[config.mk]
export PLATFORM = sky130hd
export DESIGN_NAME = pbcr_regs
export DESIGN_NICKNAME = d
export VERILOG_FILES = /design/src/pbcr_pkg.sv /design/src/pbcr_regs.sv
export VERILOG_INCLUDE_DIRS = /design/src
export SDC_FILE = /design/constraint.sdc
export NUM_CORES = 1
export LEC_CHECK = 0
export ABC_AREA = 1
export ABC_CLOCK_PERIOD_IN_PS = 6200
export BUFFER_PORTS_ARGS = -buffer_cell sky130_fd_sc_hd__buf_4
export CAP_MARGIN = 40
export CORE_ASPECT_RATIO = 1.4
export CORE_UTILIZATION = 40
export DETAILED_ROUTE_END_ITERATION = 8
export SLEW_MARGIN = 10
export SYNTH_ARGS = -nofsm -noshare
export SYNTH_HDL_FRONTEND = slang
export SYNTH_SLANG_ARGS = --single-unit
[constraint.sdc]
create_clock -name sys_clk -period 6.2 [get_ports sys_clk]
set_input_delay 1.24 -clock sys_clk [delete_from_list [all_inputs] [get_ports sys_clk]]
set_output_delay 1.24 -clock sys_clk [all_outputs]
set_load 0.03 [all_outputs]
[src/pbcr_defines.svh]
`ifndef PBCR_DEFINES_SVH
`define PBCR_DEFINES_SVH
// Register indices on the management bus.
`define PBCR_A_CTRL      5'h00
`define PBCR_A_EXP       5'h06
`define PBCR_A_VCFG      5'h10
`define PBCR_A_VCST      5'h11
`define PBCR_A_TBCS      5'h12
`define PBCR_A_PDOR      5'h13
`define PBCR_A_VCF2      5'h14
`define PBCR_A_IMS       5'h15
`define PBCR_A_RXERR     5'h16
`define PBCR_A_DISC      5'h17
`define PBCR_A_RLATCH    5'h18
`define PBCR_A_RADV      5'h19
`define PBCR_A_RLPA      5'h1a
`define PBCR_A_PSAVE     5'h1d
`define PBCR_A_MON       5'h1e
// Control register field positions.
`define PBCR_B_RESET     15
`define PBCR_B_LOOP      14
`define PBCR_B_SPEED     13
`define PBCR_B_ANEN      12
`define PBCR_B_PDOWN     11
`define PBCR_B_ISO       10
`define PBCR_B_RESTART   9
`define PBCR_B_DUPLEX    8
`define PBCR_B_COLTEST   7
// Control register reset value, bits 15..7 writable, 6..0 reserved.
`define PBCR_CTRL_RST    16'h3100
`define PBCR_CTRL_WMASK  16'hff80
// Frame preamble length and opcodes.
`define PBCR_PRE_BITS    6'd32
`define PBCR_OP_READ     2'b10
`define PBCR_OP_WRITE    2'b01
// Timing.
`define PBCR_SRST_CYC    8'd16
`define PBCR_DEAD_MS     720
`endif

[src/pbcr_pkg.sv]
package pbcr_pkg;
   // Serial management frame receiver states, Gray coded along the path.
   typedef enum logic [2:0] {
      PBCR_IDLE = 3'b000,
      PBCR_ST   = 3'b001,
      PBCR_HDR  = 3'b011,
      PBCR_TA   = 3'b010,
      PBCR_DATA = 3'b110
   } pbcr_state_t;
endpackage

[src/pbcr_regs.sv]
`include "pbcr_defines.svh"
module pbcr_regs
   import pbcr_pkg::*;
#(
   parameter logic [4:0] PHY_ADDR_DEF = 5'h01,
   parameter int         DEAD_CYC     = 90000000
) (
   input  wire logic        sys_clk,
   input  wire logic        rst,
   input  wire logic        mdc,
   input  wire logic        mdio_i,
   output logic             mdio_o,
   output logic             mdio_oe_n,
   input  wire logic        power_down_pin,
   input  wire logic [4:0]  strap_phy_addr,
   input  wire logic        neg_speed,
   input  wire logic        neg_duplex,
   input  wire logic        neg_busy,
   output logic             neg_restart,
   output logic             mii_isolate,
   output logic             mii_enable,
   output logic             loopback_en,
   output logic             rx_blank,
   output logic             speed_100,
   output logic             full_duplex,
   output logic             col_test
);

   logic [2:0]  mdc_s_r;
   logic [1:0]  mdi_s_r;
   logic [1:0]  pd_s_r;
   logic        mdc_rise;
   logic        mdc_fall;
   logic        pd_pin_q;
   pbcr_state_t st_r;
   logic [5:0]  cnt_r;
   logic [13:0] hdr_r;
   logic [15:0] sh_r;
   logic        rd_r;
   logic        hit_r;
   logic [4:0]  phy_addr_r;
   logic [1:0]  strap_cnt_r;
   logic [4:0]  strap_m_r;
   logic [4:0]  strap_q_r;
   logic [15:0] ctrl_r;
   logic [7:0]  srst_cnt_r;
   logic        restart_req_r;
   logic        loop_q_r;
   logic [31:0] dead_r;
   logic [15:0] rdata;
   logic [15:0] ctrl_view;
   logic        wr_pulse;
   logic [15:0] wdata;
   logic        pd_any;

   // Bring management clock, data and pin into the system clock.
   always_ff @(posedge sys_clk or posedge rst) begin
      if (rst) begin
         mdc_s_r <= 3'h0;
         mdi_s_r <= 2'h0;
         pd_s_r  <= 2'h0;
      end else begin
         mdc_s_r <= {mdc_s_r[1:0], mdc};
         mdi_s_r <= {mdi_s_r[0], mdio_i};
         pd_s_r  <= {pd_s_r[0], power_down_pin};
      end
   end
   assign mdc_rise = mdc_s_r[1] & ~mdc_s_r[2];
   assign mdc_fall = ~mdc_s_r[1] & mdc_s_r[2];
   assign pd_pin_q = pd_s_r[1];

   // Pass the address straps through two flops, then catch them once.
   always_ff @(posedge sys_clk or posedge rst) begin
      if (rst) begin
         strap_m_r   <= 5'h00;
         strap_q_r   <= 5'h00;
         strap_cnt_r <= 2'h0;
         phy_addr_r  <= PHY_ADDR_DEF;
      end else begin
         strap_m_r <= strap_phy_addr;
         strap_q_r <= strap_m_r;
         if (strap_cnt_r != 2'h3)
            strap_cnt_r <= strap_cnt_r + 2'h1;
         if (strap_cnt_r == 2'h2)
            phy_addr_r <= strap_q_r;
      end
   end

   // Control register view: negotiated results replace manual bits.
   always_comb begin
      ctrl_view = ctrl_r & `PBCR_CTRL_WMASK;
      if (ctrl_r[`PBCR_B_ANEN]) begin
         ctrl_view[`PBCR_B_SPEED]  = neg_speed;
         ctrl_view[`PBCR_B_DUPLEX] = neg_duplex;
      end
   end

   // Read mux; unmapped and reserved registers return zero.
   always_comb begin
      case (hdr_r[4:0])
         `PBCR_A_CTRL:   rdata = ctrl_view;
         `PBCR_A_RLATCH: rdata = {11'h000, phy_addr_r};
         default:        rdata = 16'h0000;
      endcase
   end

   // Frame receiver, sampled on management clock rising edges.
   always_ff @(posedge sys_clk or posedge rst) begin
      if (rst) begin
         st_r  <= PBCR_IDLE;
         cnt_r <= 6'h0;
         hdr_r <= 14'h0;
         sh_r  <= 16'h0;
         rd_r  <= 1'b0;
         hit_r <= 1'b0;
      end else if (mdc_rise) begin
         case (st_r)
            PBCR_IDLE: begin
               if (mdi_s_r[1]) begin
                  if (cnt_r != `PBCR_PRE_BITS)
                     cnt_r <= cnt_r + 6'd1;
               end else if (cnt_r == `PBCR_PRE_BITS) begin
                  st_r <= PBCR_ST;
               end else begin
                  cnt_r <= 6'h0;
               end
            end
            PBCR_ST: begin
               if (mdi_s_r[1]) begin
                  st_r  <= PBCR_HDR;
                  cnt_r <= 6'h0;
               end else begin
                  st_r  <= PBCR_IDLE;
                  cnt_r <= 6'h0;
               end
            end
            PBCR_HDR: begin
               hdr_r <= {hdr_r[12:0], mdi_s_r[1]};
               cnt_r <= cnt_r + 6'd1;
               if (cnt_r == 6'd11) begin
                  st_r  <= PBCR_TA;
                  cnt_r <= 6'h0;
                  rd_r  <= (hdr_r[10:9] == `PBCR_OP_READ);
                  hit_r <= (hdr_r[8:4] == phy_addr_r);
               end
            end
            PBCR_TA: begin
               cnt_r <= cnt_r + 6'd1;
               if (cnt_r == 6'd1) begin
                  st_r  <= PBCR_DATA;
                  cnt_r <= 6'h0;
                  sh_r  <= rdata;
               end
            end
            PBCR_DATA: begin
               sh_r  <= {sh_r[14:0], mdi_s_r[1]};
               cnt_r <= cnt_r + 6'd1;
               if (cnt_r == 6'd15) begin
                  st_r  <= PBCR_IDLE;
                  cnt_r <= 6'h0;
               end
            end
            default: begin
               st_r  <= PBCR_IDLE;
               cnt_r <= 6'h0;
            end
         endcase
      end
   end

   // A write completes on the sixteenth data bit, which is not yet in the
   // shifter, so the word is built from the shifter and that last bit.
   assign wdata    = {sh_r[14:0], mdi_s_r[1]};
   assign wr_pulse = mdc_rise && st_r == PBCR_DATA && cnt_r == 6'd15 &&
                     !rd_r && hit_r && hdr_r[11:10] == `PBCR_OP_WRITE;

   // Read data driven after the falling edge; the enable is low to drive.
   always_ff @(posedge sys_clk or posedge rst) begin
      if (rst) begin
         mdio_o    <= 1'b1;
         mdio_oe_n <= 1'b1;
      end else if (mdc_fall) begin
         mdio_oe_n <= !(rd_r && hit_r &&
                        ((st_r == PBCR_TA && cnt_r == 6'd1) ||
                         st_r == PBCR_DATA));
         mdio_o    <= (st_r == PBCR_DATA) ? sh_r[15] : 1'b0;
      end
   end

   // Control register with software reset and self-clearing restart.
   always_ff @(posedge sys_clk or posedge rst) begin
      if (rst) begin
         ctrl_r        <= `PBCR_CTRL_RST;
         srst_cnt_r    <= 8'h0;
         restart_req_r <= 1'b0;
      end else if (ctrl_r[`PBCR_B_RESET]) begin
         srst_cnt_r <= srst_cnt_r + 8'd1;
         if (srst_cnt_r == `PBCR_SRST_CYC) begin
            ctrl_r        <= `PBCR_CTRL_RST;
            srst_cnt_r    <= 8'h0;
            restart_req_r <= 1'b0;
         end
      end else begin
         if (wr_pulse && hdr_r[4:0] == `PBCR_A_CTRL) begin
            ctrl_r <= wdata & `PBCR_CTRL_WMASK;
            if (!wdata[`PBCR_B_RESTART] || !wdata[`PBCR_B_ANEN])
               ctrl_r[`PBCR_B_RESTART] <= 1'b0;
            restart_req_r <= wdata[`PBCR_B_RESTART] & wdata[`PBCR_B_ANEN];
         end else if (restart_req_r && neg_busy) begin
            ctrl_r[`PBCR_B_RESTART] <= 1'b0;
            restart_req_r           <= 1'b0;
         end
      end
   end

   // Loopback dead time after enabling at 100M.
   always_ff @(posedge sys_clk or posedge rst) begin
      if (rst) begin
         loop_q_r <= 1'b0;
         dead_r   <= 32'h0;
      end else begin
         loop_q_r <= ctrl_r[`PBCR_B_LOOP];
         if (ctrl_r[`PBCR_B_LOOP] && !loop_q_r && ctrl_view[`PBCR_B_SPEED])
            dead_r <= 32'(DEAD_CYC);
         else if (dead_r != 32'h0)
            dead_r <= dead_r - 32'h1;
      end
   end

   assign pd_any = ctrl_r[`PBCR_B_PDOWN] | pd_pin_q;

   // Registered controls toward the data path.
   always_ff @(posedge sys_clk or posedge rst) begin
      if (rst) begin
         neg_restart <= 1'b0;
         mii_isolate <= 1'b0;
         mii_enable  <= 1'b0;
         loopback_en <= 1'b0;
         rx_blank    <= 1'b0;
         speed_100   <= 1'b1;
         full_duplex <= 1'b1;
         col_test    <= 1'b0;
      end else begin
         neg_restart <= restart_req_r & ~neg_busy;
         mii_isolate <= ctrl_r[`PBCR_B_ISO];
         mii_enable  <= ~pd_any & ~ctrl_r[`PBCR_B_ISO] &
                        ~ctrl_r[`PBCR_B_RESET];
         loopback_en <= ctrl_r[`PBCR_B_LOOP] & ~pd_any;
         rx_blank    <= dead_r != 32'h0;
         speed_100   <= ctrl_view[`PBCR_B_SPEED];
         full_duplex <= ctrl_view[`PBCR_B_DUPLEX];
         col_test    <= ctrl_r[`PBCR_B_COLTEST];
      end
   end

   // Software reset must finish within its fixed time.
   property p_srst_done;
      @(posedge sys_clk) disable iff (rst)
      $rose(ctrl_r[`PBCR_B_RESET]) |-> ##[1:20] !ctrl_r[`PBCR_B_RESET];
   endproperty
   a_srst_done: assert property (p_srst_done)
      else $error("software reset did not self clear");

   // Powered down or isolated means the data path is off.
   property p_pd_off;
      @(posedge sys_clk) disable iff (rst)
      pd_any |=> !mii_enable;
   endproperty
   a_pd_off: assert property (p_pd_off)
      else $error("data path enabled during power down");

   property p_iso;
      @(posedge sys_clk) disable iff (rst)
      ctrl_r[`PBCR_B_ISO] |=> mii_isolate && !mii_enable;
   endproperty
   a_iso: assert property (p_iso)
      else $error("isolate not applied");

   // Negotiated speed shown while negotiation is enabled.
   property p_neg_view;
      @(posedge sys_clk) disable iff (rst)
      ctrl_r[`PBCR_B_ANEN] |=> speed_100 == $past(neg_speed) &&
                               full_duplex == $past(neg_duplex);
   endproperty
   a_neg_view: assert property (p_neg_view)
      else $error("control view ignores negotiation");

   // Restart never requested with negotiation off.
   property p_restart_en;
      @(posedge sys_clk) disable iff (rst)
      neg_restart |-> $past(ctrl_r[`PBCR_B_ANEN]);
   endproperty
   a_restart_en: assert property (p_restart_en)
      else $error("restart issued with negotiation off");

   // Reserved control bits always read zero.
   property p_rsvd;
      @(posedge sys_clk) disable iff (rst)
      ctrl_r[6:0] == 7'h00;
   endproperty
   a_rsvd: assert property (p_rsvd)
      else $error("reserved bits nonzero");

   // Read data still drives the pin while powered down.
   property p_mdio_pd;
      @(posedge sys_clk) disable iff (rst)
      (mdc_fall && pd_any && rd_r && hit_r && st_r == PBCR_DATA)
         |=> !mdio_oe_n;
   endproperty
   a_mdio_pd: assert property (p_mdio_pd)
      else $error("read data not driven");

   // Loopback at 100M enabling blanks receive.
   property p_dead;
      @(posedge sys_clk) disable iff (rst)
      (ctrl_r[`PBCR_B_LOOP] && !loop_q_r && ctrl_view[`PBCR_B_SPEED])
         |=> ##1 rx_blank;
   endproperty
   a_dead: assert property (p_dead)
      else $error("loopback dead time missing");

endmodule

======== Yosys cells after proc, flatten, opt, wreduce, memory -nomap -nowiden ========
Index checks and enable logic that the tools add are counted.
W data, S select, Z words.
storage, ports and cells
  bits in registers ....................... 131
  bits of input ports ..................... 13
  word-level logic and storage cells ...... 138
operators by class
  add/sub/neg operators ................... 4
  equality and inequality tests ........... 24
  muxes and demuxes ....................... 33
  bitwise logic cells ..................... 14
  reduce and logical (&&, ||, !) cells .... 33
operator list
  cell                     count
  $mux W32                 2
  $pmux W16 S2             2
  $mux W16                 3
  $mux W6                  7
  $reduce_bool A32 Y1      1
  $sub A32 B1 Y32 const B  1
  $pmux W6 S4              1
  $mux W3                  5
  $pmux W3 S5              1
  $eq A6 B4 Y1 const B     2
  $logic_and A1 B1 Y1      12
  $ne A2 B2 Y1 const B     6
  $mux W1                  9
  $mux W9                  1
  $reduce_and A3 Y1        3
  $add A8 B1 Y8 const B    1
  $eq A8 B5 Y1 const B     1
  $mux W8                  1
  $and A1 B1 Y1            7
  $add A6 B1 Y6 const B    1
  $eq A3 B2 Y1 const B     2
  $eq A6 B1 Y1 const B     1
  $eq A6 B6 Y1 const B     1
  $ne A3 B3 Y1 const B     2
  20 further kinds         35

======== Longest topological paths before layout ========
  depth in word-level cells ............... 10
  gate-level depth with buffers ........... 11
  mapped depth without buffers ............ 11

======== Worst setup path after synthesis ========
OpenSTA, ideal clock, no wires.
  kind .................................... input port to flip-flop
  from .................................... input port neg_speed
  to ...................................... register dead_r[22]
  data arrival time ....................... 1.955 ns
  data required time ...................... 6.081 ns
  path slack .............................. 4.126 ns
  stages .................................. 7
  path buffers ............................ 1
  cells stage by stage .................... nand2_1 o21ai_2 nand2_2 inv_2 buf_4 a21oi_1 nand2_1
between the ends
  word-level cells in the longest chain between the ends .. 3
  elaborated cells on any way between the ends .. 4
  those cells by class .................... mux (2); reduce/logical (2)
ends and longest elaborated chain
  element                                                line              RTL
  start: declaration                                     pbcr_regs.sv:16   input wire logic neg_speed,
  $mux W1 *                                              pbcr_regs.sv:92   if (ctrl_r[`PBCR_B_ANEN]) begin
  named net ctrl_view[13]                                pbcr_regs.sv:51   logic [15:0] ctrl_view;
  $logic_and A1 B1 Y1 *                                  pbcr_regs.sv:223  if (ctrl_r[`PBCR_B_LOOP] && !loop_q_r && ctrl_view[`PBCR_B_SPEED])
  $mux W32 / $reduce_bool A2 Y1 (equally long branches)  -
  end signal: assignment                                 pbcr_regs.sv:224  dead_r <= 32'(DEAD_CYC);
  end signal: assignment                                 pbcr_regs.sv:226  dead_r <= dead_r - 32'h1;
  end: declaration                                       pbcr_regs.sv:49   logic [31:0] dead_r;
Mark *: on every way through the listed nets, which the timed path passes. The rest lies on a longest branch.
A chain may end at the register's enable or synchronous reset.

======== Worst setup path after layout ========
  from .................................... register mdio_oe_n
  to ...................................... output port mdio_oe_n
RTL lines
  element                   line              RTL
  start: declaration        pbcr_regs.sv:13   output logic mdio_oe_n,
  start signal: assignment  pbcr_regs.sv:183  mdio_oe_n <= !(rd_r && hit_r &&
No word-level cell between the ends.

==> flow_summary.rst <==
.. list-table::
   :header-rows: 1

   * - Metric
     - Value
   * - Static Leakage
     - 3.19 nW
   * - Arrival time at the worst endpoint
     - 1.10 ns
   * - Count of clock tree sinks
     - 123
   * - Synth area leaders
     - sky130_fd_sc_hd__dfrtp_1 (47%), sky130_fd_sc_hd__nand2_1 (10%), sky130_fd_sc_hd__nor2_1 (5.2%), sky130_fd_sc_hd__inv_1 (5.0%), sky130_fd_sc_hd__o21ai_0 (4.9%)
   * - Pwr Density
     - 257 nW/um2
   * - Syn avg cell area
     - 8.39 um2
   * - First-pass DRT Iterations
     - 4
   * - Path class of the lowest-slack min-delay path
     - flop to flop
   * - Number of ports placed on the die boundary
     - 23
   * - Total setup buffers inserted after CTS
     - 0
   * - Total via count in the routed design
     - 4797
   * - Max transition margin
     - 0.421
   * - Layout filler cell count
     - 1455
   * - Via count of the first global-routing pass
     - 4839
   * - Source-to-sink clock delay at the later pin of the worst-skew pair
     - 0.42 ns
   * - Uppermost signal routing layer after detailed routing
     - met4
   * - Synth Warn #
     - 0
   * - Layout cells sized above 1
     - 0.150
   * - Post-layout worst setup margin
     - 3.86 ns
   * - Number of flops mapped to enable cells by yosys
     - 0
   * - Number of buffers inserted for hold repair after clock tree synthesis
     - 0
   * - Die outline height
     - 148 um
   * - Unrepaired setup endpoints after global routing
     - false
   * - Worst Tran Pin Value
     - 0.866 ns
   * - Routed length per instance
     - 13.6 um
   * - Sequential cell area
     - 3090 um2
   * - Remaining routing DRC violations
     - 0
   * - # setup viols final
     - 0
   * - Reg clk slew, reported paths
     - 0.05 ns
   * - Post-cts sizing count
     - 0
   * - Mean number of vias per cell
     - 4.99
   * - Cell taking the most area after synthesis
     - sky130_fd_sc_hd__dfrtp_1
   * - Cells traversed along the worst timing path
     - buf_4
   * - Netlist area before placement
     - 6100 um2
   * - # diodes
     - 0
   * - Post-Place Worst Slack
     - 3.37 ns
   * - Leading cell types by count after synthesis
     - sky130_fd_sc_hd__nand2_1 (162), sky130_fd_sc_hd__dfrtp_1 (115), sky130_fd_sc_hd__nor2_1 (85), sky130_fd_sc_hd__inv_1 (81), sky130_fd_sc_hd__o21ai_0 (60)
   * - Ratio of final minimum period to clock period
     - 0.377
   * - Worst clock skew
     - 0.00692 ns
   * - Number of standard-cell rows in the floorplan
     - 53
   * - CP max FO
     - 2
   * - Non-filler cells, final
     - 961
   * - Kind of cell adding the most delay to the critical path
     - flip-flops
   * - Initial cell density of the core
     - 0.407
   * - Maximum count of clock buffers along a single path
     - 2
   * - Area inside the core boundary
     - 15000 um2
   * - Number of clock buffers inserted by TritonCTS
     - 17
   * - Summed negative setup slack over all endpoints
     - 0 ns
   * - Post-Route M1 WL
     - 5680 um
   * - Synth Register Bits
     - 123
   * - Worst hold margin
     - 0.339 ns
   * - Met2 wire length
     - 6520 um
   * - Detailed Route Iter0 Violations
     - 272
   * - Number of library cell types mapped by synthesis
     - 42
   * - Peak supply drop
     - 0.152 mV
   * - Crit path capture type
     - output port
   * - Number of hold violations in the final report
     - 0
   * - Worst EP required
     - 4.96 ns
   * - Class of the most critical setup path
     - flop to output port
   * - Die ar.
     - 15800 um2
   * - Maximum level of the CTS H-tree
     - 4
   * - Master of the slowest instance on the critical path
     - sky130_fd_sc_hd__dfstp_2
   * - Multi-input combinational cell area
     - 2580 um2
   * - Final Net Count
     - 777
   * - First-pass GRT wire length
     - 22800 um
   * - CTS root buffer
     - sky130_fd_sc_hd__clkbuf_16
   * - Post-route total power
     - 1.80 mW
   * - Global-route usage over all layers
     - 0.185
   * - Delay of the slowest cell on the worst path
     - 0.53 ns
   * - Share of synthesized area occupied by flip-flops and latches
     - 0.506
   * - Final Max Tran Viols
     - 0
   * - FFs w/ async S/R, synth
     - 1.00
   * - HPWL after detailed placement
     - 9390 um
   * - Most common cell in the netlist
     - sky130_fd_sc_hd__nand2_1
   * - Setup crit start kind
     - flop
   * - Post-synth top flop
     - sky130_fd_sc_hd__dfrtp_1
   * - Detailed route wirelength on metal3
     - 446 um
   * - Sum of overflow across all layers after global routing
     - 0
   * - Largest net degree at the start of global routing
     - 66
   * - Number of nets with antenna violations after routing
     - 0
   * - Net Count, Synth
     - 748
   * - Placed instance count
     - 929
   * - Max Freq
     - 428 MHz
   * - Count of input and output buffers
     - 22
   * - Routed Wire Length
     - 13100 um
   * - Run status
     - complete, no violations
   * - Post-layout minimum cycle time
     - 2.34 ns
   * - Synthesized netlist cell count
     - 727
   * - Area share of the largest cell type after synthesis
     - 0.472
   * - GP Congestion
     - 0.871
   * - Syn-to-layout area delta
     - 14.7%
   * - Width of the chip
     - 106 um
   * - Reported max-cap violation count
     - 0
   * - TritonCTS clock tree
     - done
   * - Critical path buffers and inverters
     - 1
   * - Number of antenna violations at the first check in global routing
     - 0
[routing by layer]
metal | up-vias | global-route usage
met5 | - | 0
met4 | 0 | 0.0944
met3 | 35 | 0.0460
met2 | 96 | 0.316
met1 | 2265 | 0.214
li1 | 2401 | -
[power by group]
part	leakage (nW)	switching, mW	internal (mW)	total, mW
clock network	0.267	0.339	0.591	0.930
logic	1.41	0.0325	0.0138	0.0463
registers	1.51	0.00746	0.815	0.823
[final cells by class]
type | instances | share of cell area
sequential | 123 | 0.442
multi-input combinational | 501 | 0.369
clock buffer | 26 | 0.0714
inverter | 90 | 0.0505
tap | 192 | 0.0344
timing repair buffer | 23 | 0.0247
clock inverter | 6 | 0.00895
[placed cells by master, fill, tap and decap left out, types with 2 or more instances in the layout]
cell type and count:
sky130_fd_sc_hd__nand2_1 162, sky130_fd_sc_hd__dfrtp_1 115, sky130_fd_sc_hd__nor2_1 85, sky130_fd_sc_hd__inv_1 80, sky130_fd_sc_hd__o21ai_0 60, sky130_fd_sc_hd__nand3_1 48, sky130_fd_sc_hd__buf_4 23, sky130_fd_sc_hd__nor2_2 17
sky130_fd_sc_hd__clkbuf_16 17, sky130_fd_sc_hd__nand4_1 14, sky130_fd_sc_hd__a21oi_1 11, sky130_fd_sc_hd__nor3_1 11, sky130_fd_sc_hd__nand2_2 10, sky130_fd_sc_hd__o21ai_1 9, sky130_fd_sc_hd__xor2_1 9, sky130_fd_sc_hd__o211ai_1 9
sky130_fd_sc_hd__ha_1 8, sky130_fd_sc_hd__dfstp_2 8, sky130_fd_sc_hd__inv_2 7, sky130_fd_sc_hd__xnor2_1 6, sky130_fd_sc_hd__nor2_4 6, sky130_fd_sc_hd__clkbuf_1 5, sky130_fd_sc_hd__o21bai_1 4, sky130_fd_sc_hd__clkbuf_8 4
sky130_fd_sc_hd__o21ai_2 3, sky130_fd_sc_hd__nor3b_1 3, sky130_fd_sc_hd__nor4_1 3, sky130_fd_sc_hd__or2_0 3, sky130_fd_sc_hd__nand2_4 3, sky130_fd_sc_hd__o22ai_1 3, sky130_fd_sc_hd__o211ai_2 3, sky130_fd_sc_hd__clkinvlp_4 3
sky130_fd_sc_hd__and2_1 2, sky130_fd_sc_hd__nor2_8 2, sky130_fd_sc_hd__nor3_2 2, sky130_fd_sc_hd__clkinv_2 2
[final timing paths]
path | end | slack (ns) | cells past startpoint | from
max in group asynchronous | dead_r[1]$_DFFE_PP0P_ | 3.89 | 3 | rst
max | mdio_oe_n | 3.86 | 1 | mdio_oe_n$_DFFE_PP1P_
min reg2reg | mdi_s_r[1]$_DFF_PP0_ | 0.34 | 0 | mdi_s_r[0]$_DFF_PP0_
min | mdi_s_r[1]$_DFF_PP0_ | 0.34 | 0 | mdi_s_r[0]$_DFF_PP0_
min in group asynchronous | strap_cnt_r[0]$_DFFE_PP0P_ | 0.95 | 2 | rst
max reg2reg | st_r[0]$_DFFE_PP0P_ | 4.12 | 9 | st_r[0]$_DFFE_PP0P_
[cell families after synthesis]
| group | share of synthesized area |
|---|---|
| AOI/OAI and AO/OA | 0.0977 |
| xor gates and xnor gates | 0.0215 |
| adders and majority gates | 0.0164 |
| buffers and inverters | 0.0710 |
| DFF | 0.506 |
| and+or+nand+nor | 0.287 |
[sequential cells by signal, summed over array words and instances (netlist names), 2 cells and up]
name and cells:
cnt_r 6, ctrl_r 9, dead_r 32, hdr_r 12
mdc_s_r 3, mdi_s_r 2, pd_s_r 2, phy_addr_r 5
sh_r 16, srst_cnt_r 8, st_r 3, strap_cnt_r 2
strap_m_r 5, strap_q_r 5
[stage by stage]
| stage | utilization | area [um2] |
|---|---|---|
| after floorplan | - | 6100 |
| after global routing | 0.467 | 6990 |
| final | 0.467 | 6990 |
| after global placement | 0.429 | 6430 |
| after CTS | 0.467 | 6990 |
| after detailed placement | 0.429 | 6430 |
(Power assumes the default switching activity.)
